--- src/icx_pkg.sv ---
// constants and types for the indirect call / register clear execution block
package icx_pkg;

    // ------------------------------------------------------------
    // instruction encodings
    // ------------------------------------------------------------
    localparam logic [15:0] OPC_CALL_VIA_WORKING_REGISTER = 16'h0014;
    localparam logic [6:0] OPC_CLEAR_FILE_HI = 7'h35;
    localparam int CLR_ACCESS_BIT = 8;
    localparam logic [7:0] IDX_OFFSET_LIMIT = 8'h5F;
    localparam logic [5:0] ACCESS_LOW_BANK = 6'h00;
    localparam logic [5:0] ACCESS_HIGH_BANK = 6'h3F;
    localparam logic [20:0] PC_STEP = 21'h000002;
    localparam logic [7:0] CLEAR_VALUE = 8'h00;

    // ------------------------------------------------------------
    // register map
    // ------------------------------------------------------------
    localparam logic [7:0] REG_CTRL = 8'h00;
    localparam logic [7:0] REG_STATUS = 8'h04;
    localparam logic [7:0] REG_CALL_COUNT = 8'h08;
    localparam logic [7:0] REG_CLEAR_COUNT = 8'h0C;
    localparam int CTRL_EXT_EN_BIT = 0;
    localparam logic CTRL_EXT_EN_RESET = 1'b0;
    localparam int STAT_NOP_BIT = 0;
    localparam int STAT_LAST_CALL_BIT = 1;
    localparam int STAT_LAST_CLEAR_BIT = 2;
    localparam logic [1:0] RESP_OKAY = 2'h0;
    localparam logic [1:0] RESP_SLVERR = 2'h2;

    // ------------------------------------------------------------
    // types
    // ------------------------------------------------------------
    typedef enum logic [3:0] {
        PH_Q1 = 4'b0001,
        PH_Q2 = 4'b0010,
        PH_Q3 = 4'b0100,
        PH_Q4 = 4'b1000
    } icx_phase_t;

    typedef enum logic [2:0] {
        OP_NONE = 3'b001,
        OP_CALL = 3'b010,
        OP_CLEAR = 3'b100
    } icx_op_t;

    typedef struct packed {
        logic valid;
        logic [20:0] addr;
    } icx_push_t;

    typedef struct packed {
        logic valid;
        logic [20:0] pc;
    } icx_pcload_t;

    typedef struct packed {
        logic valid;
        logic [13:0] addr;
        logic [7:0] data;
    } icx_fwr_t;

    typedef struct packed {
        icx_phase_t phase;
        icx_op_t op;
        logic nop_cycle;
        logic [7:0] operand;
        logic access_sel;
        logic [20:0] pc_cap;
        logic [7:0] working_register_cap;
        logic [13:0] clr_addr;
        logic ext_en;
        logic last_call;
        logic last_clear;
        logic [15:0] call_count;
        logic [15:0] clear_count;
        icx_push_t push;
        icx_pcload_t pcload;
        icx_fwr_t fwr;
        logic zero_set;
        logic aw_got;
        logic [7:0] aw_addr;
        logic w_got;
        logic [31:0] wdata;
        logic [3:0] wstrb;
        logic bvalid;
        logic [1:0] bresp;
        logic rvalid;
        logic [31:0] rdata;
        logic [1:0] rresp;
    } icx_state_t;

endpackage : icx_pkg

--- src/icx_exec.sv ---
// execution of the indirect call and register clear instructions
//
// The AXI4-Lite interface to the registers and the register offsets were decided locally.
`timescale 1ns/100ps

// Notes on behaviour
// - opcode 0014h decodes as indirect call
// - call pushes pc plus two first
// - then load pc from working register, latches
// - call takes two cycles, second is nop
// - call leaves flags, working register, bank alone
// - clear writes zero and sets zero flag
// - access bit picks access bank or bank select
// - extended set, a=0, f<=5Fh uses indexed offset
module icx_exec (
    input wire logic aclk,
    input wire logic aresetn,
    input wire logic instr_valid,
    input wire logic [15:0] instr_word,
    input wire logic [20:0] pc_current,
    input wire logic [7:0] working_register,
    input wire logic [7:0] pc_high_latch,
    input wire logic [4:0] pc_upper_latch,
    input wire logic [5:0] bank_select_register,
    input wire logic [13:0] index_base,
    output logic exec_nop,
    output icx_pkg::icx_phase_t quarter_phase,
    output icx_pkg::icx_push_t stack_push,
    output icx_pkg::icx_pcload_t pc_load,
    output icx_pkg::icx_fwr_t file_write,
    output logic zero_set,
    input wire logic [7:0] s_axi_awaddr,
    input wire logic s_axi_awvalid,
    output logic s_axi_awready,
    input wire logic [31:0] s_axi_wdata,
    input wire logic [3:0] s_axi_wstrb,
    input wire logic s_axi_wvalid,
    output logic s_axi_wready,
    output logic [1:0] s_axi_bresp,
    output logic s_axi_bvalid,
    input wire logic s_axi_bready,
    input wire logic [7:0] s_axi_araddr,
    input wire logic s_axi_arvalid,
    output logic s_axi_arready,
    output logic [31:0] s_axi_rdata,
    output logic [1:0] s_axi_rresp,
    output logic s_axi_rvalid,
    input wire logic s_axi_rready
);

    icx_pkg::icx_state_t st;
    icx_pkg::icx_state_t nx;
    logic take;
    logic call_take;
    logic clr_take;

    // ------------------------------------------------------------
    // data address of a clear operand
    // ------------------------------------------------------------
    function automatic logic [13:0] clr_address(
        input logic access_sel,
        input logic [7:0] f,
        input logic ext_en,
        input logic [5:0] bank,
        input logic [13:0] base
    );
        logic [13:0] addr;
        addr = {icx_pkg::ACCESS_LOW_BANK, f};
        if (access_sel) begin
            addr = {bank, f};
        end else if (ext_en && (f <= icx_pkg::IDX_OFFSET_LIMIT)) begin
            addr = 14'(base + {6'h00, f});
        end else if (f > icx_pkg::IDX_OFFSET_LIMIT) begin
            addr = {icx_pkg::ACCESS_HIGH_BANK, f};
        end
        return addr;
    endfunction : clr_address

    // ------------------------------------------------------------
    // decode
    // ------------------------------------------------------------
    assign take = (st.phase == icx_pkg::PH_Q1) && instr_valid && !st.nop_cycle;
    assign call_take = take && (instr_word == icx_pkg::OPC_CALL_VIA_WORKING_REGISTER);
    assign clr_take = take && (instr_word[15:9] == icx_pkg::OPC_CLEAR_FILE_HI);

    // ------------------------------------------------------------
    // next state
    // ------------------------------------------------------------
    always_comb begin
        nx = st;
        nx.push.valid = 1'b0;
        nx.pcload.valid = 1'b0;
        nx.fwr.valid = 1'b0;
        nx.zero_set = 1'b0;
        unique case (st.phase)
            icx_pkg::PH_Q1: begin
                nx.phase = icx_pkg::PH_Q2;
                nx.op = icx_pkg::OP_NONE;
                nx.operand = instr_word[7:0];
                nx.access_sel = instr_word[icx_pkg::CLR_ACCESS_BIT];
                nx.pc_cap = pc_current;
                if (call_take) begin
                    nx.op = icx_pkg::OP_CALL;
                end else if (clr_take) begin
                    nx.op = icx_pkg::OP_CLEAR;
                end
            end
            icx_pkg::PH_Q2: begin
                nx.phase = icx_pkg::PH_Q3;
                nx.working_register_cap = working_register;
                nx.clr_addr = clr_address(st.access_sel, st.operand, st.ext_en,
                    bank_select_register, index_base);
            end
            icx_pkg::PH_Q3: begin
                nx.phase = icx_pkg::PH_Q4;
                if (st.op == icx_pkg::OP_CALL) begin
                    nx.push.valid = 1'b1;
                    nx.push.addr = 21'(st.pc_cap + icx_pkg::PC_STEP);
                end
            end
            icx_pkg::PH_Q4: begin
                nx.phase = icx_pkg::PH_Q1;
                nx.op = icx_pkg::OP_NONE;
                if (st.nop_cycle) begin
                    nx.nop_cycle = 1'b0;
                end else if (st.op == icx_pkg::OP_CALL) begin
                    // call drives no flag or file write
                    nx.pcload.valid = 1'b1;
                    nx.pcload.pc = {pc_upper_latch, pc_high_latch, st.working_register_cap};
                    nx.nop_cycle = 1'b1;
                    nx.last_call = 1'b1;
                    nx.last_clear = 1'b0;
                    nx.call_count = 16'(st.call_count + 16'h0001);
                end else if (st.op == icx_pkg::OP_CLEAR) begin
                    nx.fwr.valid = 1'b1;
                    nx.fwr.addr = st.clr_addr;
                    nx.fwr.data = icx_pkg::CLEAR_VALUE;
                    nx.zero_set = 1'b1;
                    nx.last_call = 1'b0;
                    nx.last_clear = 1'b1;
                    nx.clear_count = 16'(st.clear_count + 16'h0001);
                end
            end
        endcase

        // register bus: write side
        if (s_axi_awvalid && s_axi_awready) begin
            nx.aw_got = 1'b1;
            nx.aw_addr = s_axi_awaddr;
        end
        if (s_axi_wvalid && s_axi_wready) begin
            nx.w_got = 1'b1;
            nx.wdata = s_axi_wdata;
            nx.wstrb = s_axi_wstrb;
        end
        if (st.aw_got && st.w_got) begin
            nx.aw_got = 1'b0;
            nx.w_got = 1'b0;
            nx.bvalid = 1'b1;
            nx.bresp = icx_pkg::RESP_OKAY;
            unique case (st.aw_addr)
                icx_pkg::REG_CTRL: begin
                    if (st.wstrb[0]) begin
                        nx.ext_en = st.wdata[icx_pkg::CTRL_EXT_EN_BIT];
                    end
                end
                icx_pkg::REG_STATUS, icx_pkg::REG_CALL_COUNT,
                icx_pkg::REG_CLEAR_COUNT: begin
                    nx.bresp = icx_pkg::RESP_OKAY;
                end
                default: begin
                    nx.bresp = icx_pkg::RESP_SLVERR;
                end
            endcase
        end
        if (st.bvalid && s_axi_bready) begin
            nx.bvalid = 1'b0;
        end

        // register bus: read side
        if (s_axi_arvalid && s_axi_arready) begin
            nx.rvalid = 1'b1;
            nx.rresp = icx_pkg::RESP_OKAY;
            nx.rdata = 32'h00000000;
            unique case (s_axi_araddr)
                icx_pkg::REG_CTRL: begin
                    nx.rdata[icx_pkg::CTRL_EXT_EN_BIT] = st.ext_en;
                end
                icx_pkg::REG_STATUS: begin
                    nx.rdata[icx_pkg::STAT_NOP_BIT] = st.nop_cycle;
                    nx.rdata[icx_pkg::STAT_LAST_CALL_BIT] = st.last_call;
                    nx.rdata[icx_pkg::STAT_LAST_CLEAR_BIT] = st.last_clear;
                end
                icx_pkg::REG_CALL_COUNT: begin
                    nx.rdata[15:0] = st.call_count;
                end
                icx_pkg::REG_CLEAR_COUNT: begin
                    nx.rdata[15:0] = st.clear_count;
                end
                default: begin
                    nx.rresp = icx_pkg::RESP_SLVERR;
                end
            endcase
        end else if (st.rvalid && s_axi_rready) begin
            nx.rvalid = 1'b0;
        end
    end

    always_ff @(posedge aclk) begin
        if (!aresetn) begin
            st <= '0;
            st.phase <= icx_pkg::PH_Q1;
            st.op <= icx_pkg::OP_NONE;
            st.ext_en <= icx_pkg::CTRL_EXT_EN_RESET;
        end else begin
            st <= nx;
        end
    end

    // ------------------------------------------------------------
    // outputs
    // ------------------------------------------------------------
    assign exec_nop = st.nop_cycle;
    assign quarter_phase = st.phase;
    assign stack_push = st.push;
    assign pc_load = st.pcload;
    assign file_write = st.fwr;
    assign zero_set = st.zero_set;
    assign s_axi_awready = !st.aw_got && !st.bvalid;
    assign s_axi_wready = !st.w_got && !st.bvalid;
    assign s_axi_bvalid = st.bvalid;
    assign s_axi_bresp = st.bresp;
    assign s_axi_arready = !st.rvalid;
    assign s_axi_rvalid = st.rvalid;
    assign s_axi_rdata = st.rdata;
    assign s_axi_rresp = st.rresp;
endmodule : icx_exec

--- config.mk ---
export PLATFORM = sky130hd
export DESIGN_NAME = icx_exec
export DESIGN_NICKNAME = d
export VERILOG_FILES = /design/src/icx_pkg.sv /design/src/icx_exec.sv
export SDC_FILE = /design/constraint.sdc
export NUM_CORES = 1
export LEC_CHECK = 0
export ABC_CLOCK_PERIOD_IN_PS = 2770
export BUFFER_PORTS_ARGS = -buffer_cell sky130_fd_sc_hd__buf_4
export CAP_MARGIN = 20
export CORE_ASPECT_RATIO = 0.8
export CORE_MARGIN = 3
export CORE_UTILIZATION = 50
export DETAILED_ROUTE_END_ITERATION = 6
export PLACE_DENSITY = 0.89
export SLEW_MARGIN = 15
export SYNTH_ARGS = -nofsm -noshare
export SYNTH_HDL_FRONTEND = slang
export SYNTH_SLANG_ARGS = --single-unit
--- constraint.sdc ---
create_clock -name aclk -period 2.77 [get_ports aclk]
set_input_delay 0.554 -clock aclk [delete_from_list [all_inputs] [get_ports aclk]]
set_output_delay 0.554 -clock aclk [all_outputs]
set_load 0.01 [all_outputs]
# ---- Yosys cells after proc, flatten, opt, wreduce, memory -nomap -nowiden
# Index checks and enable logic that the tools add are counted.
dict set report word_totals {
  regBits 189
  input_bits 138
  output_inout_bits 114
}
dict set report classes {
  add_sub_neg 4
  magnitude_cmp 2
  eq_ne 14
  muxes 21
  bitwise 4
  n_reduce_logical 35
}
# op count
set ops {}
lappend ops {{2-to-1 mux 22 bit} 2}
lappend ops {{2-to-1 mux 14 bit} 3}
lappend ops {{adder 16 x 1 -> 16 bit, second input constant} 2}
lappend ops {{equality test 8 x 4 -> 1 bit, second input constant} 4}
lappend ops {{case mux 13 bit (2 select lines)} 1}
lappend ops {{2-to-1 mux 24 bit} 1}
lappend ops {{adder 21 x 2 -> 21 bit, second input constant} 1}
lappend ops {{equality test 16 x 5 -> 1 bit, second input constant} 1}
lappend ops {{equality test 8 x 3 -> 1 bit, second input constant} 2}
lappend ops {{zero test 8 bit} 2}
lappend ops {{case mux 4 bit (4 select lines)} 1}
lappend ops {{adder 14 x 8 -> 14 bit} 1}
lappend ops {{logical AND 1 bit} 13}
lappend ops {{OR reduction 4 bit} 3}
lappend ops {{AND reduction 3 bit} 3}
lappend ops {{greater-than comparator 8 x 7 -> 1 bit, second input constant} 1}
lappend ops {{less-or-equal comparator 8 x 7 -> 1 bit, second input constant} 1}
lappend ops {{2-to-1 mux 2 bit} 4}
lappend ops {{equality test 7 x 6 -> 1 bit, second input constant} 1}
lappend ops {{2-to-1 mux 3 bit} 2}
lappend ops {{case mux 2 bit (3 select lines)} 1}
lappend ops {{case mux 3 bit (2 select lines)} 1}
lappend ops {{nonzero test 2 bit} 3}
lappend ops {{zero test 1 bit} 5}
lappend ops {{other kinds (13)} 21}

# ---- Depth between registers and ports, before layout
dict set report logic_depth {
  ltp_word 7
  mapped_depth 9
}

# ---- Least setup slack after synthesis
# Ideal clock, no wire load.
dict set report synth_timing {
  path_kind {input port to flip-flop}
  from {input port index_base[0]}
  to {register st[195] (netlist bit)}
  arrival_ns 2.146
  required_time_ns 2.648
  path_slack_ns 0.502
  cell_stages 8
  path_buffers 0
  cell_sequence {ha_1 -> fa_1 -> a21oi_1 -> o211ai_1 -> a31oi_1 -> xnor2_1 -> a221oi_1 -> nor2_1}
}
dict set report synth_via {
  elab_chain_len 3
}
# element line_no
set synth_lines {}
lappend synth_lines {{from (decl)} icx_exec.sv:25} ;# input wire logic [13:0] index_base,
lappend synth_lines {{adder 14 x 8 -> 14 bit} icx_exec.sv:72} ;# addr = 14'(base + {6'h00, f});
lappend synth_lines {{2-to-1 mux 14 bit} icx_exec.sv:71} ;# end else if (ext_en && (f <= icx_pkg::IDX_OFFSET_LIMIT)) begin
lappend synth_lines {{2-to-1 mux 14 bit} icx_exec.sv:69} ;# if (access_sel) begin
lappend synth_lines {{to (signal assigned)} icx_exec.sv:216} ;# st <= nx;
lappend synth_lines {{to (decl)} icx_exec.sv:51} ;# icx_pkg::icx_state_t st;
# Every way passes these cells.
# A chain may end at the register's enable or synchronous reset.

# ---- Final worst setup path
dict set report layout_timing {
  from {register st (netlist bit quarter_phase[3])}
  to {register st[154] (netlist bit)}
}
dict set report layout_via {
  elab_chain_len 2
}
# element line_no
set layout_lines {}
lappend layout_lines {{equality test 4 bit} icx_exec.sv:95} ;# unique case (st.phase)
lappend layout_lines {{AND reduction 4 bit (no line)} -}
# Every way passes these cells.

==> out/results.md <==
### Final layout
* 16.9% — Syn-to-layout area delta
* 1283 — final-stage net count
* 0 — final antenna diode count
* 22.1% — fraction of layout cells with a size suffix above 1
* 60.6% — post-layout util

### Die
* 19000 µm² — Die Area
* 124 µm — overall die height
* 51.8% — initial cell density of the core
* 42 — row count
* 16800 µm² — Placeable Area
* 252 — total I/O pin count
* 153 µm — width of the die

### Setup path
* flop — critical path launch point type
* sky130_fd_sc_hd__or4b_1 — CP max stage cell
* or4b_1 > nor4_4 > buf_4 > nand2_1 > xnor2_1 > and2_1 — list of cells traversed by the critical path
* quarter_phase[3]$_SDFF_PN0_ — beginning of the worst register-to-register path
* st[154]$_SDFFE_PN0P_ — Critical Path Sink
* quarter_phase[3]$_SDFF_PN0_ — start point of the critical path
* st[154]$_SDFFE_PN0P_ — endpoint of the most critical register-to-register path
* 0.64 ns — delay contributed by the slowest stage of the critical path
* 3.11 ns — critical path required time
* flop — Critical Path End Type
* 23 — highest fanout seen on the critical path
* 0.33 ns — flop2flop setup slack
* 6 — Reg2Reg Depth
* flop to flop — critical setup path kind
* 2.78 ns — arrival time at the worst endpoint

### CTS
* 0 — Hold-fix buffers, CTS
* 0.44 ns — clock latency of the later-clocked register in the worst-skew pair
* 0.07 ns — clock transition at the register clock pins on the worst setup and hold paths after CTS
* done — TritonCTS clock tree
* 0 — number of cells upsized or downsized after cts
* sky130_fd_sc_hd__clkbuf_16 — cell at the root of the clock tree
* 2 — Max Root-Sink Buffers
* 0 — postcts setup bufs
* 186 — CTS sink cnt
* 4 — # H-tree levels
* 17 — CTS buffer count

### Power and ir drop
* 556 nW/µm² — power per standard cell area
* 0.00422 W — internal cell power
* 0.00565 W — PnR Total Power
* 41.9% — clock share of power
* 4.07 nW — leak pwr
* 8.6% — logic gate share of total power
* 0.00143 W — power spent charging and discharging nets
* 0.000446 V — peak supply drop
* 25.3% — net switching share of the total power
* 49.5% — register share of total power

### Yosys
* 8690 µm² — Synth Cell Area
* 42.8% — share of the synthesized area in the top cell type
* sky130_fd_sc_hd__dfxtp_1 — main flop type after synthesis
* 0% — fraction of registers with async set/reset
* 0 — number of enable-type register cells in the synthesized netlist
* 1048 — number of instances in the synthesized netlist
* 42.8% — share of synthesized area occupied by flip-flops and latches
* sky130_fd_sc_hd__dfxtp_1 — cell taking the most area after synthesis
* sky130_fd_sc_hd__dfxtp_1 43%, sky130_fd_sc_hd__buf_4 9.3%, sky130_fd_sc_hd__nand2_1 8.2% — ranking of synthesized cells by area
* 0 — Yosys warning total
* 58 — unique cell type count in the Yosys netlist
* 8.29 µm² — per-instance average area after synthesis
* 186 — flip-flop and latch count after synthesis

### Detailed routing
* 15.1 µm — average wire per cell in the routed design
* 20700 µm — total wire length after detailed routing
* 432 — count of routing violations after the opening detailed-route iteration
* 0 — number of nets with antenna violations after detailed routing
* 5 — number of iterations in the first detailed-routing pass
* 0 — detailed-route DRC error count
* 7217 — number of vias after detailed routing
* 5.28 — via count normalized by instance count

### Global routing
* 32200 µm — first-pass GRT wire length
* 6633 — vias in the first global route
* 63 — maximum number of pins on one net before global-route repair
* 20.7% — GRT Total Usage
* 0 — final global-route overflow total
* 0 — initial antenna violation count

### Timing
* 37.2% — worst rel slew slack
* 2.44 ns — minimum clock period
* 0 — Final Slew Violations
* false — unrepaired setup endpoints after global routing
* 88.2% — Final period util
* 0 — number of hold violations in the final report
* 0.932 ns — actual slew at the worst max-slew pin
* 0 — final setup violation count
* 409 MHz — Max Fclk
* 0.00975 ns — Worst Clk Skew
* 0 ns — setup TNS

### Placed design
* 191 — Port Buf Inserts
* 14800 µm — DPL Wire Length
* 0.855 — final weighted congestion in routability-driven placement

### Hold path
* 2 — Hold Crit Depth
* s_axi_rready — Worst Min Path Start
* input pin to flop — Tightest Hold Check Type

### Run
* 0 — Maximum Capacitance Violations

### Run status
* finished, final reports clean — outcome

-- layout by cell type (no fill, tap or decap), types with 3 or more instances in the layout --
| master | netlist | layout |
|---|---|---|
| sky130_fd_sc_hd__clkinvlp_4 | 0 | 5 |
| sky130_fd_sc_hd__buf_4 | 108 | 203 |
| sky130_fd_sc_hd__inv_6 | 0 | 3 |
| sky130_fd_sc_hd__nand3_1 | 25 | 25 |
| sky130_fd_sc_hd__mux2i_1 | 31 | 31 |
| sky130_fd_sc_hd__conb_1 | 1 | 26 |
| sky130_fd_sc_hd__a21oi_1 | 108 | 108 |
| sky130_fd_sc_hd__a211oi_1 | 14 | 14 |
| sky130_fd_sc_hd__or4_1 | 3 | 3 |
| sky130_fd_sc_hd__inv_8 | 0 | 3 |
| sky130_fd_sc_hd__a21o_1 | 4 | 4 |
| sky130_fd_sc_hd__o22ai_1 | 4 | 4 |
| sky130_fd_sc_hd__clkbuf_16 | 0 | 17 |
| sky130_fd_sc_hd__and4_1 | 5 | 5 |
| sky130_fd_sc_hd__o211ai_1 | 3 | 3 |
| sky130_fd_sc_hd__a31oi_1 | 3 | 3 |
| sky130_fd_sc_hd__nor2_1 | 89 | 89 |
| sky130_fd_sc_hd__mux2_2 | 5 | 5 |
| sky130_fd_sc_hd__nand2_1 | 189 | 189 |
| sky130_fd_sc_hd__or3_1 | 8 | 8 |
| sky130_fd_sc_hd__and3_1 | 10 | 10 |
| sky130_fd_sc_hd__inv_1 | 7 | 7 |
| sky130_fd_sc_hd__xnor2_1 | 29 | 29 |
| sky130_fd_sc_hd__nand4_1 | 13 | 13 |
| sky130_fd_sc_hd__dfxtp_1 | 186 | 186 |
| sky130_fd_sc_hd__o21ai_0 | 39 | 39 |
| sky130_fd_sc_hd__ha_1 | 11 | 11 |
| sky130_fd_sc_hd__xor2_1 | 26 | 26 |
| sky130_fd_sc_hd__and2_1 | 21 | 21 |
| sky130_fd_sc_hd__nor3_1 | 8 | 8 |
| sky130_fd_sc_hd__a22oi_1 | 3 | 3 |
| sky130_fd_sc_hd__nand3b_1 | 3 | 3 |
-- final cells by class --
cell class / count / area [µm²]
timing repair buffer: 204 / 1540
multi-input combinational: 716 / 4020
clock inverter: 14 / 138
clock buffer: 18 / 429
fill: 1453 / 6600
sequential: 186 / 3720
inverter: 8 / 32.5
tap: 220 / 275
-- state kept, by name (all words and copies together) (netlist names), 4 cells and up --
register / count
quarter_phase: 4
s_axi_rdata: 16
st: 102
stack_push: 22
pc_load: 22
file_write: 15
-- through the flow --
stage	cell area, µm²	worst slack [ns]	std cells	hold slack, ns
after global placement	9600	0.198	1334	0.439
final	10200	0.328	1366	0.310
after detailed placement	9600	0.143	1334	0.443
after CTS	10200	0.278	1366	0.294
after global routing	10200	0.183	1366	0.292
after floorplan	8780	0.502	1073	0.429
-- power groups by stage --
stage	logic (W)	clock network, W	registers (W)
after global routing	0.000539	0.00251	0.00280
final	0.000488	0.00237	0.00280
after detailed placement	0.000483	0	0.00285
after global placement	0.000470	0	0.00285
after CTS	0.000485	0.00241	0.00279
after floorplan	0.000311	0	0.00284
-- worst max-delay path: cells and delay by family, from the launching register on --
| kind | cells | cell delay (ns) |
|---|---|---|
| AND/OR/NAND/NOR | 4 | 1.29 |
| flip-flops | 1 | 0.51 |
| buffers and inverters | 1 | 0.39 |
| XOR/XNOR | 1 | 0.14 |
-- worst min path at each step --
stage,endpoint,slack [ns]
floorplan,st[192]$_SDFFE_PN0N_,0.43
global placement,st[75]$_SDFFE_PN0P_,0.44
detailed placement,st[80]$_SDFFE_PN0P_,0.44
CTS,s_axi_rvalid$_SDFFE_PN0P_,0.29
global route,s_axi_rvalid$_SDFFE_PN0P_,0.29
finish,s_axi_rvalid$_SDFFE_PN0P_,0.31
-- cells in the mapped netlist (all sizes together), types with 3 or more instances --
cell type and number:
a21oi 108, and4 5, a22oi 3, inv 8, and2 21, clkbuf 48
xnor2 29, a21o 4, a31oi 3, nor2 89, nand3 25, ha 11
dfxtp 186, or3 8, and3 10, mux2 5, or4 3, nand2 189
o211ai 3, a211oi 14, nor3 9, buf 115, o21ai 39, a31o 3
o22ai 4, mux2i 31, nand4 13, nor4 5, nand3b 3, nor4b 3
xor2 26
-- layer usage --
| metal | vias up | routed length, µm | share of wire, % | track usage, % |
|---|---|---|---|---|
| met3 | 23 | 1530 | 7.4 | 6.43 |
| met5 | - | 0 | 0 | 0 |
| met2 | 230 | 9600 | 46 | 33.4 |
| met4 | 0 | 219 | 1.1 | 5.41 |
| met1 | 3382 | 9330 | 45 | 27.4 |
| li1 | 3582 | - | - | - |
-- cells by family after synthesis --
family | count (synthesis) | share of synthesized area [%]
multiplexers | 37 | 4.48
flip-flops | 186 | 42.8
adder cells (fa/ha/maj) | 12 | 1.81
other | 1 | 0.0431
AO/OA/AOI/OAI | 191 | 12.3
XOR/XNOR | 55 | 5.54
AND/OR/NAND/NOR | 395 | 20.8
buffers and inverters | 171 | 12.1
Power figures use the tool's default switching activity.
